$ cat src/design/cmbf_pkg.sv
package cmbf_pkg;
  localparam int unsigned PROG_AW   = 21;
  localparam int unsigned PROG_DW   = 16;
  localparam int unsigned DATA_AW   = 24;
  localparam int unsigned DATA_DW   = 32;
  localparam int unsigned SEC_DW    = 16;
  localparam int unsigned PERI_DW   = 16;
  localparam int unsigned PERI_AW   = 16;
  // Primary addresses in the 4096-address block at this base go to the peripheral bus
  localparam logic [23:0] PERI_BASE = 24'h00f000;
  localparam logic [23:0] PERI_MASK = 24'hfff000;
  localparam int unsigned BYTE_MSB  = 23;
  // Access sizes on the primary path
  typedef enum logic [1:0] {
    CMBF_SZ_BYTE = 2'h0,
    CMBF_SZ_WORD = 2'h1,
    CMBF_SZ_LONG = 2'h2
  } cmbf_size_t;
  localparam logic [31:0] DATA_RST  = 32'h00000000;
  localparam logic [15:0] HALF_RST  = 16'h0000;
endpackage

$ cat src/design/cmbf_fabric.sv
`timescale 1ns/1ps
// How it works
// - Program, primary and secondary paths are independent, so three accesses run at once.
// - A 21-bit program address goes to program memory and its 16-bit word returns to the core.
// - Program memory writes carry only the low 16 bits of the 32-bit core write data.
// - The 24-bit primary address selects byte, word or long data and also reaches mapped I/O.
// - Primary reads return 32 bits and primary writes take 32 bits, both at the primary address.
// - Byte accesses have the top address bit forced to zero.
// - The secondary 24-bit address reads whole words and returns them on a 16-bit bus.
// - Peripheral registers sit on a 16-bit bus at the core rate with no wait states.
// - Peripheral writes use core write data and peripheral reads return on the primary read bus.
module cmbf_fabric #(
  parameter int unsigned PAW = cmbf_pkg::PROG_AW,
  parameter int unsigned XAW = cmbf_pkg::DATA_AW
) (
  input  wire logic                         clk_i,
  input  wire logic                         reset_i,
  input  wire logic                         clk_en_i,
  // Core program side
  input  wire logic                         core_prog_rd_i,
  input  wire logic                         core_prog_wr_i,
  input  wire logic [PAW-1:0]               core_prog_addr_i,
  output logic                              core_prog_valid_o,
  output logic [cmbf_pkg::PROG_DW-1:0]      core_prog_rdata_o,
  // Core primary data side
  input  wire logic                         core_data_rd_i,
  input  wire logic                         core_data_wr_i,
  input  wire logic [1:0]                   core_data_size_i,
  input  wire logic [XAW-1:0]               primary_data_address_i,
  input  wire logic [cmbf_pkg::DATA_DW-1:0] core_wdata_i,
  output logic                              core_data_valid_o,
  output logic [cmbf_pkg::DATA_DW-1:0]      core_data_rdata_o,
  // Core secondary data side
  input  wire logic                         core_sec_rd_i,
  input  wire logic [XAW-1:0]               secondary_data_address_i,
  output logic                              core_sec_valid_o,
  output logic [cmbf_pkg::SEC_DW-1:0]       secondary_read_data_o,
  // Program memory
  output logic                              pmem_rd_o,
  output logic                              pmem_wr_o,
  output logic [PAW-1:0]                    pmem_addr_o,
  output logic [cmbf_pkg::PROG_DW-1:0]      pmem_wdata_o,
  input  wire logic [cmbf_pkg::PROG_DW-1:0] pmem_rdata_i,
  // Primary data memory
  output logic                              xmem_rd_o,
  output logic                              xmem_wr_o,
  output logic [1:0]                        xmem_size_o,
  output logic [XAW-1:0]                    xmem_addr_o,
  output logic [cmbf_pkg::DATA_DW-1:0]      xmem_wdata_o,
  input  wire logic [cmbf_pkg::DATA_DW-1:0] xmem_rdata_i,
  // Secondary data memory port
  output logic                              smem_rd_o,
  output logic [XAW-1:0]                    smem_addr_o,
  input  wire logic [cmbf_pkg::SEC_DW-1:0]  smem_rdata_i,
  // Peripheral register bus
  output logic                              peripheral_register_bus_rd_o,
  output logic                              peripheral_register_bus_wr_o,
  output logic [cmbf_pkg::PERI_AW-1:0]      peripheral_register_bus_addr_o,
  output logic [cmbf_pkg::PERI_DW-1:0]      peripheral_register_bus_wdata_o,
  input  wire logic [cmbf_pkg::PERI_DW-1:0] peripheral_register_bus_rdata_i
);
  logic [XAW-1:0] x_addr;
  logic           x_is_peri;
  logic           x_rd_ret_q;
  logic           x_rd_ret_d;
  logic           peri_sel_q;
  logic           peri_sel_d;
  logic [cmbf_pkg::DATA_DW-1:0] x_ret_data;
  logic           sec_valid;
  logic           data_valid;
  // Requests only count in enabled cycles, so a stall never issues a strobe
  logic           prog_rd_go;
  logic           prog_wr_go;
  logic           data_rd_go;
  logic           data_wr_go;
  logic           sec_rd_go;

  // Byte operands live only in the lower half of data space
  always_comb begin
    x_addr = primary_data_address_i;
    if (core_data_size_i == cmbf_pkg::CMBF_SZ_BYTE) begin
      x_addr[cmbf_pkg::BYTE_MSB] = 1'b0;
    end
  end

  assign x_is_peri = ((x_addr & cmbf_pkg::PERI_MASK) == cmbf_pkg::PERI_BASE);

  // A read wins over a write raised on the same path in the same cycle
  assign prog_rd_go = core_prog_rd_i & clk_en_i;
  assign prog_wr_go = core_prog_wr_i & ~core_prog_rd_i & clk_en_i;
  assign data_rd_go = core_data_rd_i & clk_en_i;
  assign data_wr_go = core_data_wr_i & ~core_data_rd_i & clk_en_i;
  assign sec_rd_go  = core_sec_rd_i & clk_en_i;

  // Program path, always free to run alongside data paths
  assign pmem_rd_o    = prog_rd_go;
  assign pmem_wr_o    = prog_wr_go;
  assign pmem_addr_o  = core_prog_addr_i;
  assign pmem_wdata_o = core_wdata_i[cmbf_pkg::PROG_DW-1:0];

  // Primary path: memory or mapped peripheral, never both
  assign xmem_rd_o    = data_rd_go & ~x_is_peri;
  assign xmem_wr_o    = data_wr_go & ~x_is_peri;
  assign xmem_size_o  = core_data_size_i;
  assign xmem_addr_o  = x_addr;
  assign xmem_wdata_o = core_wdata_i;

  // Peripheral strobes live only in the request cycle, so the core never waits
  assign peripheral_register_bus_rd_o    = data_rd_go & x_is_peri;
  assign peripheral_register_bus_wr_o    = data_wr_go & x_is_peri;
  assign peripheral_register_bus_addr_o  = x_addr[cmbf_pkg::PERI_AW-1:0];
  assign peripheral_register_bus_wdata_o = core_wdata_i[cmbf_pkg::PERI_DW-1:0];

  // Secondary path, word reads only
  assign smem_rd_o   = sec_rd_go;
  assign smem_addr_o = secondary_data_address_i;

  // Remember which target answers the primary read next cycle
  always_comb begin
    x_rd_ret_d = x_rd_ret_q;
    peri_sel_d = peri_sel_q;
    if (clk_en_i) begin
      x_rd_ret_d = core_data_rd_i;
      peri_sel_d = core_data_rd_i & x_is_peri;
    end
  end

  always_ff @(posedge clk_i or posedge reset_i) begin
    if (reset_i) begin
      x_rd_ret_q <= 1'b0;
      peri_sel_q <= 1'b0;
    end else begin
      x_rd_ret_q <= x_rd_ret_d;
      peri_sel_q <= peri_sel_d;
    end
  end

  // Peripheral words come back zero-extended in the low half
  always_comb begin
    x_ret_data = xmem_rdata_i;
    if (peri_sel_q) begin
      x_ret_data = {{(cmbf_pkg::DATA_DW-cmbf_pkg::PERI_DW){1'b0}},
                    peripheral_register_bus_rdata_i};
    end
  end

  // Return stages: data one cycle after the request on the program path, two cycles after it on the primary and secondary paths
  // Program memory answers in the request cycle, so its word is staged at once
  cmbf_read_port #(
    .DW (cmbf_pkg::PROG_DW)
  ) u_prog_ret (
    .clk_i   (clk_i),
    .reset_i (reset_i),
    .en_i    (clk_en_i),
    .load_i  (core_prog_rd_i),
    .data_i  (pmem_rdata_i),
    .valid_o (core_prog_valid_o),
    .data_o  (core_prog_rdata_o)
  );

  // Memory data arrives the cycle after the request, so stage it then
  cmbf_read_port #(
    .DW (cmbf_pkg::DATA_DW)
  ) u_data_ret (
    .clk_i   (clk_i),
    .reset_i (reset_i),
    .en_i    (clk_en_i),
    .load_i  (x_rd_ret_q),
    .data_i  (x_ret_data),
    .valid_o (data_valid),
    .data_o  (core_data_rdata_o)
  );

  // Secondary request flag, held with everything else during a stall
  logic sec_ret_q;
  logic sec_ret_d;

  always_comb begin
    sec_ret_d = sec_ret_q;
    if (clk_en_i) begin
      sec_ret_d = core_sec_rd_i;
    end
  end

  always_ff @(posedge clk_i or posedge reset_i) begin
    if (reset_i) begin
      sec_ret_q <= 1'b0;
    end else begin
      sec_ret_q <= sec_ret_d;
    end
  end

  // Same latency as the primary path keeps dual reads aligned
  cmbf_read_port #(
    .DW (cmbf_pkg::SEC_DW)
  ) u_sec_ret (
    .clk_i   (clk_i),
    .reset_i (reset_i),
    .en_i    (clk_en_i),
    .load_i  (sec_ret_q),
    .data_i  (smem_rdata_i),
    .valid_o (sec_valid),
    .data_o  (secondary_read_data_o)
  );

  assign core_data_valid_o = data_valid;
  assign core_sec_valid_o  = sec_valid;
endmodule // cmbf_fabric

$ cat src/design/cmbf_read_port.sv
`timescale 1ns/1ps
// Registered read-return stage: holds data and a valid pulse for one path
module cmbf_read_port #(
  parameter int unsigned DW = 16
) (
  input  wire logic          clk_i,
  input  wire logic          reset_i,
  input  wire logic          en_i,
  input  wire logic          load_i,
  input  wire logic [DW-1:0] data_i,
  output logic               valid_o,
  output logic [DW-1:0]      data_o
);
  logic          valid_q;
  logic          valid_d;
  logic [DW-1:0] data_q;
  logic [DW-1:0] data_d;

  always_comb begin
    valid_d = valid_q;
    data_d  = data_q;
    if (en_i) begin
      valid_d = load_i;
      if (load_i) begin
        data_d = data_i;
      end
    end
  end

  always_ff @(posedge clk_i or posedge reset_i) begin
    if (reset_i) begin
      valid_q <= 1'b0;
      data_q  <= '0;
    end else begin
      valid_q <= valid_d;
      data_q  <= data_d;
    end
  end

  assign valid_o = valid_q;
  assign data_o  = data_q;
endmodule // cmbf_read_port

$ cat config.mk
export PLATFORM = sky130hd
export DESIGN_NAME = cmbf_fabric
export DESIGN_NICKNAME = d
export VERILOG_FILES = /design/src/design/cmbf_pkg.sv /design/src/design/cmbf_fabric.sv /design/src/design/cmbf_read_port.sv
export SDC_FILE = /design/constraint.sdc
export NUM_CORES = 1
export LEC_CHECK = 0
export BUFFER_PORTS_ARGS = -buffer_cell sky130_fd_sc_hd__buf_2
export CORE_AREA = 10 10 154 156
export DETAILED_ROUTE_END_ITERATION = 6
export DIE_AREA = 0 0 164 166
export HOLD_SLACK_MARGIN = 0.12
export MAX_ROUTING_LAYER = met4
export PLACE_DENSITY = 0.54
export RECOVER_POWER = 50
export SLEW_MARGIN = 20
export SYNTH_ARGS = -nofsm -noshare
export SYNTH_HDL_FRONTEND = slang
export SYNTH_SLANG_ARGS = --single-unit
export TNS_END_PERCENT = 20
$ cat constraint.sdc
create_clock -name clk_i -period 2.3 [get_ports clk_i]
set_input_delay 0.46 -clock clk_i [delete_from_list [all_inputs] [get_ports clk_i]]
set_output_delay 0.46 -clock clk_i [all_outputs]
set_load 0.02 [all_outputs]
==> results of run 1 <==
## metrics by stage
stage / hold slack, ps / power [mW]
after floorplan: 497 / 2.45
final: 331 / 4.13
after CTS: 199 / 4.26
after global placement: 459 / 2.51
after detailed placement: 465 / 2.52
after global routing: 315 / 4.39
## cell usage after synthesis
| cell | instances | share of area |
|---|---|---|
| buf_4 | 152 | 0.28 |
| dfrtp_1 | 70 | 0.44 |
| nand2_1 | 50 | 0.047 |
| o21ai_0 | 19 | 0.024 |
| o21ai_1 | 17 | 0.021 |
| mux2_2 | 16 | 0.045 |
| mux2i_1 | 16 | 0.040 |
| mux2_1 | 9 | 0.025 |
| buf_2 | 8 | 0.010 |
| mux2_4 | 8 | 0.030 |
| inv_1 | 6 | 0.0056 |
| clkbuf_1 | 2 | 0.0019 |
| nand2_2 | 2 | 0.0031 |
| nor2_1 | 2 | 0.0019 |
| nor2b_1 | 2 | 0.0031 |
| and2_1 | 1 | 0.0016 |
| and3b_1 | 1 | 0.0022 |
| and4b_1 | 1 | 0.0025 |
| buf_6 | 1 | 0.0028 |
| clkinv_1 | 1 | 0.00094 |
| nand3b_1 | 1 | 0.0019 |
| nand4b_1 | 1 | 0.0022 |
| nor3_1 | 1 | 0.0012 |
| nor4b_1 | 1 | 0.0022 |
| o21a_1 | 1 | 0.0019 |
| o22ai_1 | 1 | 0.0016 |
## power by group
group,internal (mW),leakage [nW],switching [mW]
Sequential,1.44,0.847,0.101
Combinational,0.354,1.27,0.569
Clock,1.09,0.166,0.579
## area by class of cell
class | instances | area share
tap | 275 | 0.0762
clock buffer | 11 | 0.0538
inverter | 7 | 0.00610
multi-input combinational | 150 | 0.229
timing repair buffer | 199 | 0.223
sequential | 70 | 0.388
clock inverter | 5 | 0.0236
## layer usage
metal,GRT usage,vias up
met4,0.0447,0
met1,0.0884,1175
met5,-,-
met3,0.0488,52
li1,-,1206
met2,0.143,190
## cells by family after synthesis
family	count (synthesis)	share of synthesized area
AND/OR/NAND/NOR	63	0.0687
flip-flops	70	0.437
AO/OA/AOI/OAI	38	0.0484
buffers and inverters	170	0.306
multiplexers	49	0.140
## repair_timing
action,in CTS,in global routing
setup buffers,1,0
gates resized for setup,0,0
setup endpoints to repair,4,0
## how the worst max path moves through the flow
stage	startpoint	end	slack, ps	cells past startpoint
floorplan	reset_i	peri_sel_q	70	1
global placement	primary_data_address_i[17]	xmem_rd_o	-150	5
detailed placement	primary_data_address_i[17]	xmem_rd_o	-130	5
CTS	primary_data_address_i[17]	xmem_rd_o	150	6
global route	primary_data_address_i[17]	peripheral_register_bus_wr_o	130	6
finish	primary_data_address_i[17]	xmem_rd_o	210	6
## flip-flops by register name, summed over array words and instances, names as in the netlist
signal and flops:
peri_sel_q 1, sec_ret_q 1, u_data_ret.data_o 32, u_data_ret.valid_o 1
u_prog_ret.data_o 16, u_prog_ret.valid_o 1, u_sec_ret.data_o 16, u_sec_ret.valid_o 1
x_rd_ret_q 1
## placed cells by master, fill, tap and decap left out
| cell | n |
|---|---|
| clkbuf_16 | 9 |
| nor2_1 | 2 |
| nand3b_1 | 1 |
| nand2_1 | 49 |
| and3b_1 | 1 |
| buf_2 | 193 |
| clkinvlp_2 | 1 |
| o21ai_1 | 17 |
| clkbuf_1 | 2 |
| o21a_1 | 1 |
| and4b_1 | 1 |
| mux2_2 | 16 |
| clkinvlp_4 | 1 |
| nand4b_1 | 1 |
| bufinv_16 | 3 |
| nor4b_1 | 1 |
| mux2_4 | 8 |
| inv_1 | 5 |
| nand2_2 | 3 |
| nor2b_1 | 2 |
| dfrtp_1 | 70 |
| nor3_1 | 1 |
| mux2i_1 | 16 |
| clkbuf_8 | 1 |
| mux2_1 | 9 |
| o22ai_1 | 1 |
| clkinv_4 | 1 |
| clkinv_1 | 1 |
| buf_4 | 5 |
| o21ai_0 | 19 |
| and2_1 | 1 |
==> impl_metrics.yaml, run 1 <==
run_status:
  status: "complete, but fails checks"
  violations: "capacitance limit, slew limit"
die:
  row_count: 53
  die-area_mm2: 0.0272
  initial_core_util: 0.194
  fp.dieH_um: 166
  io_pins: 416
  fp.coreArea_mm2: 0.0207
  fp.dieW_um: 164
final_layout:
  seqCellArea_mm2: 0.00175
  area_delta_synth_final_pct: 12.6
  fin_nets: 628
  final_area_mm2: 0.00451
  nFillCells: 2285
  diodes: 0
  layoutNonFillerInstCount: 717
  multi_input_area_mm2: 0.00103
  drive_above_1_share: 0.545
  final_core_util: 0.218
worst_setup_path:
  ff2ff_setup_slack_ps: 720
  reg2reg_from: "peri_sel_q"
  arrival_ps: 1630
  path_common_cell: "buf_2"
  cp_num_buf_inv: 3
  rr_endpoint: "u_data_ret.data_o[28]"
  crit_path_end_kind: "output pin"
  cp_top_family: "simple AND/OR/NAND/NOR gates"
  max_stage_delay_ps: 430
  cp.required_ps: 1840
  cp_max_fo: 5
  criticalPathCategory: "primary input to output pin"
  cp_cell_sequence: "buf_2 > nor4b_1 > nand4b_1 > buf_4 > nor2b_1 > buf_2"
  slowest_stage: "nor4b_1"
  reg2reg_depth: 4
  critPathLaunchType: "primary input"
logic_synthesis:
  yosysWarningCount: 0
  syn_nets: 581
  syn_inst: 390
  syn_area_mm2: 0.00401
  synth_cell_types: 26
  yosysSeqAreaShare: 0.437
  synth-seq-cells: 70
  syn_avg_cell_area_um2: 10.3
drt:
  wire_per_inst_um: 16.9
  ant_nets: 0
  via_count: 2623
  drt_iter0_drc: 99
  wl_met3_mm: 1.41
  dr_wl_met2_mm: 5.68
  via_per_inst: 3.66
  top_layer: "met4"
  wl_met1_mm: 4.55
  first_pass_iters: 3
  drc_errors: 0
  wl_mm: 12.1
timing:
  fin_skew_ps: 5.25
  slew_headroom: -0.118
  period_share: 0.908
  clock.fmax_ghz: 0.479
  setup_viol: 0
  finalSetupTns_ps: 0
  min_period_ps: 2090
  rsz0062_at_grt: "false"
  hold_viol_final: 0
  drv_slew: 71
  fin_ws_ps: 211
  tightestPinTransition_ps: 1680
power_and_ir_drop:
  ir_drop_uv: 309
  power.leakage_nw: 2.28
  power.density_mw_per_mm2: 915
global_route:
  grt_pass1_vias: 2964
  globalRoute.totalOverflow: 0
  grt_pass1_wl_mm: 18.1
  antenna_found_initial: 0
  grt_max_degree: 71
  grtUsageTotal: 0.0903
min_path:
  min_path_type: "primary input to flop"
  hold_start: "smem_rdata_i[1]"
  hold_depth: 2
  min_to: "u_sec_ret.data_o[1]"
cts:
  cts-root-buf: "clkbuf_16"
  tritoncts.num_buffers: 9
  clock_path_buffers: 2
  cts_tree: "done"
  h-tree-depth: 3
  holdBufCountCts: 0
  path_clk_slew_ps: 60
  cts.sinks: 70
  clk_latency_ps: 340
flow_run:
  maxCapViolCount: 1
placement:
  dp_hpwl_mm: 9.43
  dp_cells: 700
  io_buffers: 193
  dpl_cell_area_mm2: 0.00417
  dpl_worst_slack_ps: -131
  routabilityCongestion: 0.763
No activity file was read; power rests on OpenSTA's default activity.
==> inputs of run 2 (changes only) <==
--- a/config.mk
+++ b/config.mk
@@ -6,8 +6,9 @@
 export NUM_CORES = 1
 export LEC_CHECK = 0
+export ABC_AREA = 1
 export BUFFER_PORTS_ARGS = -buffer_cell sky130_fd_sc_hd__buf_2
-export CORE_AREA = 10 10 154 156
+export CORE_AREA = 10 10 155 157
 export DETAILED_ROUTE_END_ITERATION = 6
-export DIE_AREA = 0 0 164 166
+export DIE_AREA = 0 0 165 167
 export HOLD_SLACK_MARGIN = 0.12
 export MAX_ROUTING_LAYER = met4
==> constraint.sdc (replaced) <==
create_clock -name clk_i -period 2.3 [get_ports clk_i]
set_input_delay 0.46 -clock clk_i [delete_from_list [all_inputs] [get_ports clk_i]]
set_output_delay 0.46 -clock clk_i [all_outputs]
set_load 0.005 [all_outputs]
==> run 2 against run 1 <==
The flow still finishes with violations (capacitance limit, slew limit). Global-route usage is 0.17 points higher. Worst hold slack worse by 8.4 ps. Sequential share of layout area fell by 0.17 points. Area after synthesis rose by 1.6%. Synthesized cell count up 20%. Sequential power is essentially flat. Largest cell class unchanged.
==> impl_metrics.yaml, run 2 <==
logic_synthesis:
  syn_inst: 467
  synthTopCellsByCount: "156 x buf_4, 119 x nand2_1, 70 x dfrtp_1"
  syn_nets: 658
  synth_area_leader_cell: "dfrtp_1"
  synth_edf_count: 0
  synth_cell_types: 17
  yosysWarningCount: 0
  synth_top_cell_area_share: 0.430
  syn_avg_cell_area_um2: 8.72
  syn_area_mm2: 0.00407
  yosysMostFrequentCell: "buf_4"
  yosysSeqAreaShare: 0.430
  synth-seq-cells: 70
  synth.area.top_cells: "dfrtp_1 43%, buf_4 29%, nand2_1 11%, a21oi_1 4.2%, mux2_4 3.3%"
  async_flop_share: 1.00
  ys.flop_type: "dfrtp_1"
placement:
  routabilityCongestion: 0.781
  dpl_worst_slack_ps: 495
  io_buffers: 193
  dp_hpwl_mm: 10.1
cts:
  clk_latency_ps: 340
  tritoncts.num_buffers: 9
  post_cts_resized: 0
  path_clk_slew_ps: 50
  cts_setup_buffers: 0
  holdBufCountCts: 0
  cts.sinks: 70
  cts_tree: "done"
  cts-root-buf: "clkbuf_16"
  clock_path_buffers: 2
  h-tree-depth: 3
die:
  fp.coreArea_mm2: 0.0208
  fp.dieW_um: 165
  die-area_mm2: 0.0276
  initial_core_util: 0.196
  io_pins: 416
  row_count: 53
  fp.dieH_um: 167
final_layout:
  drive_above_1_share: 0.450
  fin_nets: 702
  diodes: 0
  largest_reg_flops: 32
  nFillCells: 2333
  final_cell_mix: "192 x buf_2, 119 x nand2_1, 70 x dfrtp_1"
  area_delta_synth_final_pct: 11.3
  mostFrequentLayoutCell: "buf_2"
timing:
  hold_slack_ps: 322
  min_period_ps: 1970
  finalSetupTns_ps: 0
  fin_ws_ps: 327
  rsz0062_at_grt: "false"
  period_share: 0.858
  clock.fmax_ghz: 0.507
  setup_viol: 0
  drv_slew: 36
  fin_skew_ps: 8.37
  tightestPinTransition_ps: 1690
  hold_viol_final: 0
  slew_headroom: -0.134
worst_setup_path:
  arrival_ps: 1510
  cp_max_fo: 7
  ff2ff_setup_slack_ps: 1030
  criticalPathCategory: "primary input to output pin"
  cp.required_ps: 1840
  critPathLaunchType: "primary input"
  crit_path_end_kind: "output pin"
drt:
  ant_nets: 0
  wl_mm: 12.7
  via_count: 2896
  wire_per_inst_um: 16.0
  drc_errors: 0
  drt_iter0_drc: 112
  first_pass_iters: 4
  via_per_inst: 3.67
global_route:
  grt_pass1_vias: 3320
  grt_pass1_wl_mm: 19.0
  globalRoute.totalOverflow: 0
  grtUsageTotal: 0.0920
  antenna_found_initial: 0
  grt_max_degree: 37
run_status:
  violations: "capacitance limit, slew limit"
  status: "complete, but fails checks"
flow_run:
  maxCapViolCount: 1
power_and_ir_drop:
  ir_drop_uv: 344
  power.leakage_nw: 2.42
  totalPowerFinal_mw: 3.70
  power.density_mw_per_mm2: 816
min_path:
  min_path_type: "primary input to flop"
==> run 2: changes by cell type after synthesis, moves of 3 or more <==
cell,change
buf_2,-3
a21oi_1,+34
nor2_1,+28
nand2_1,+69
inv_1,+4
mux2_2,-9
o21ai_0,-3
mux2i_1,-16
mux2_1,-9
o21ai_1,-17
buf_4,+4
==> run 2: final timing paths <==
check                                   endpoint  cells past startpoint                   from
setup / recovery                       xmem_wr_o                      6               clk_en_i
hold / removal              u_prog_ret.data_o[8]                      3        pmem_rdata_i[8]
setup reg to reg           u_data_ret.data_o[13]                      4             x_rd_ret_q
hold reg to reg            u_prog_ret.data_o[11]                      2  u_prog_ret.data_o[11]
max in group asynchronous   u_data_ret.data_o[4]                      3                reset_i
min in group asynchronous    u_sec_ret.data_o[9]                      2                reset_i
==> run 2: worst max-delay path, stage by stage <==
cell,delay (ps)
clkbuf_1,320
inv_1,240
nor2_1,130
nand2_1,90
a21oi_1,130
buf_2,130
==> run 2: power breakdown <==
group | switching (mW) | internal, mW
Combinational | 0.327 | 0.352
Sequential | 0.103 | 1.44
Clock | 0.537 | 0.943
==> run 2: layout make-up <==
type	count	area (um^2)	share of cell area
flip-flops and latches	70	1750	0.386
clock buffers	11	233	0.0513
inverters	12	46.3	0.0102
clock inverters	4	72.6	0.0160
well taps	275	344	0.0759
repair buffers	198	1030	0.227
multi-input cells	220	1060	0.234
==> run 2: through the flow <==
step	util	instance area (um^2)	std cells
floorplan	-	4070	467
global placement	0.203	4230	775
detailed placement	0.203	4230	775
CTS	0.218	4530	790
global route	0.218	4530	790
finish	0.218	4530	790
==> run 2: routing by layer <==
layer | share of wire | vias up | GRT usage
met5 | 0 | - | -
met1 | 0.38 | 1240 | 0.0932
li1 | - | 1391 | -
met3 | 0.11 | 73 | 0.0402
met2 | 0.43 | 192 | 0.132
met4 | 0.076 | 0 | 0.0828
==> run 2: cell families (layout without fill, tap and decap cells) <==
| family | after synthesis | after routing | share of synthesized area |
|---|---|---|---|
| simple gates | 154 | 154 | 0.146 |
| buf+inv | 177 | 225 | 0.310 |
| flops | 70 | 70 | 0.430 |
| mux | 16 | 16 | 0.0525 |
| compound gates | 50 | 50 | 0.0614 |
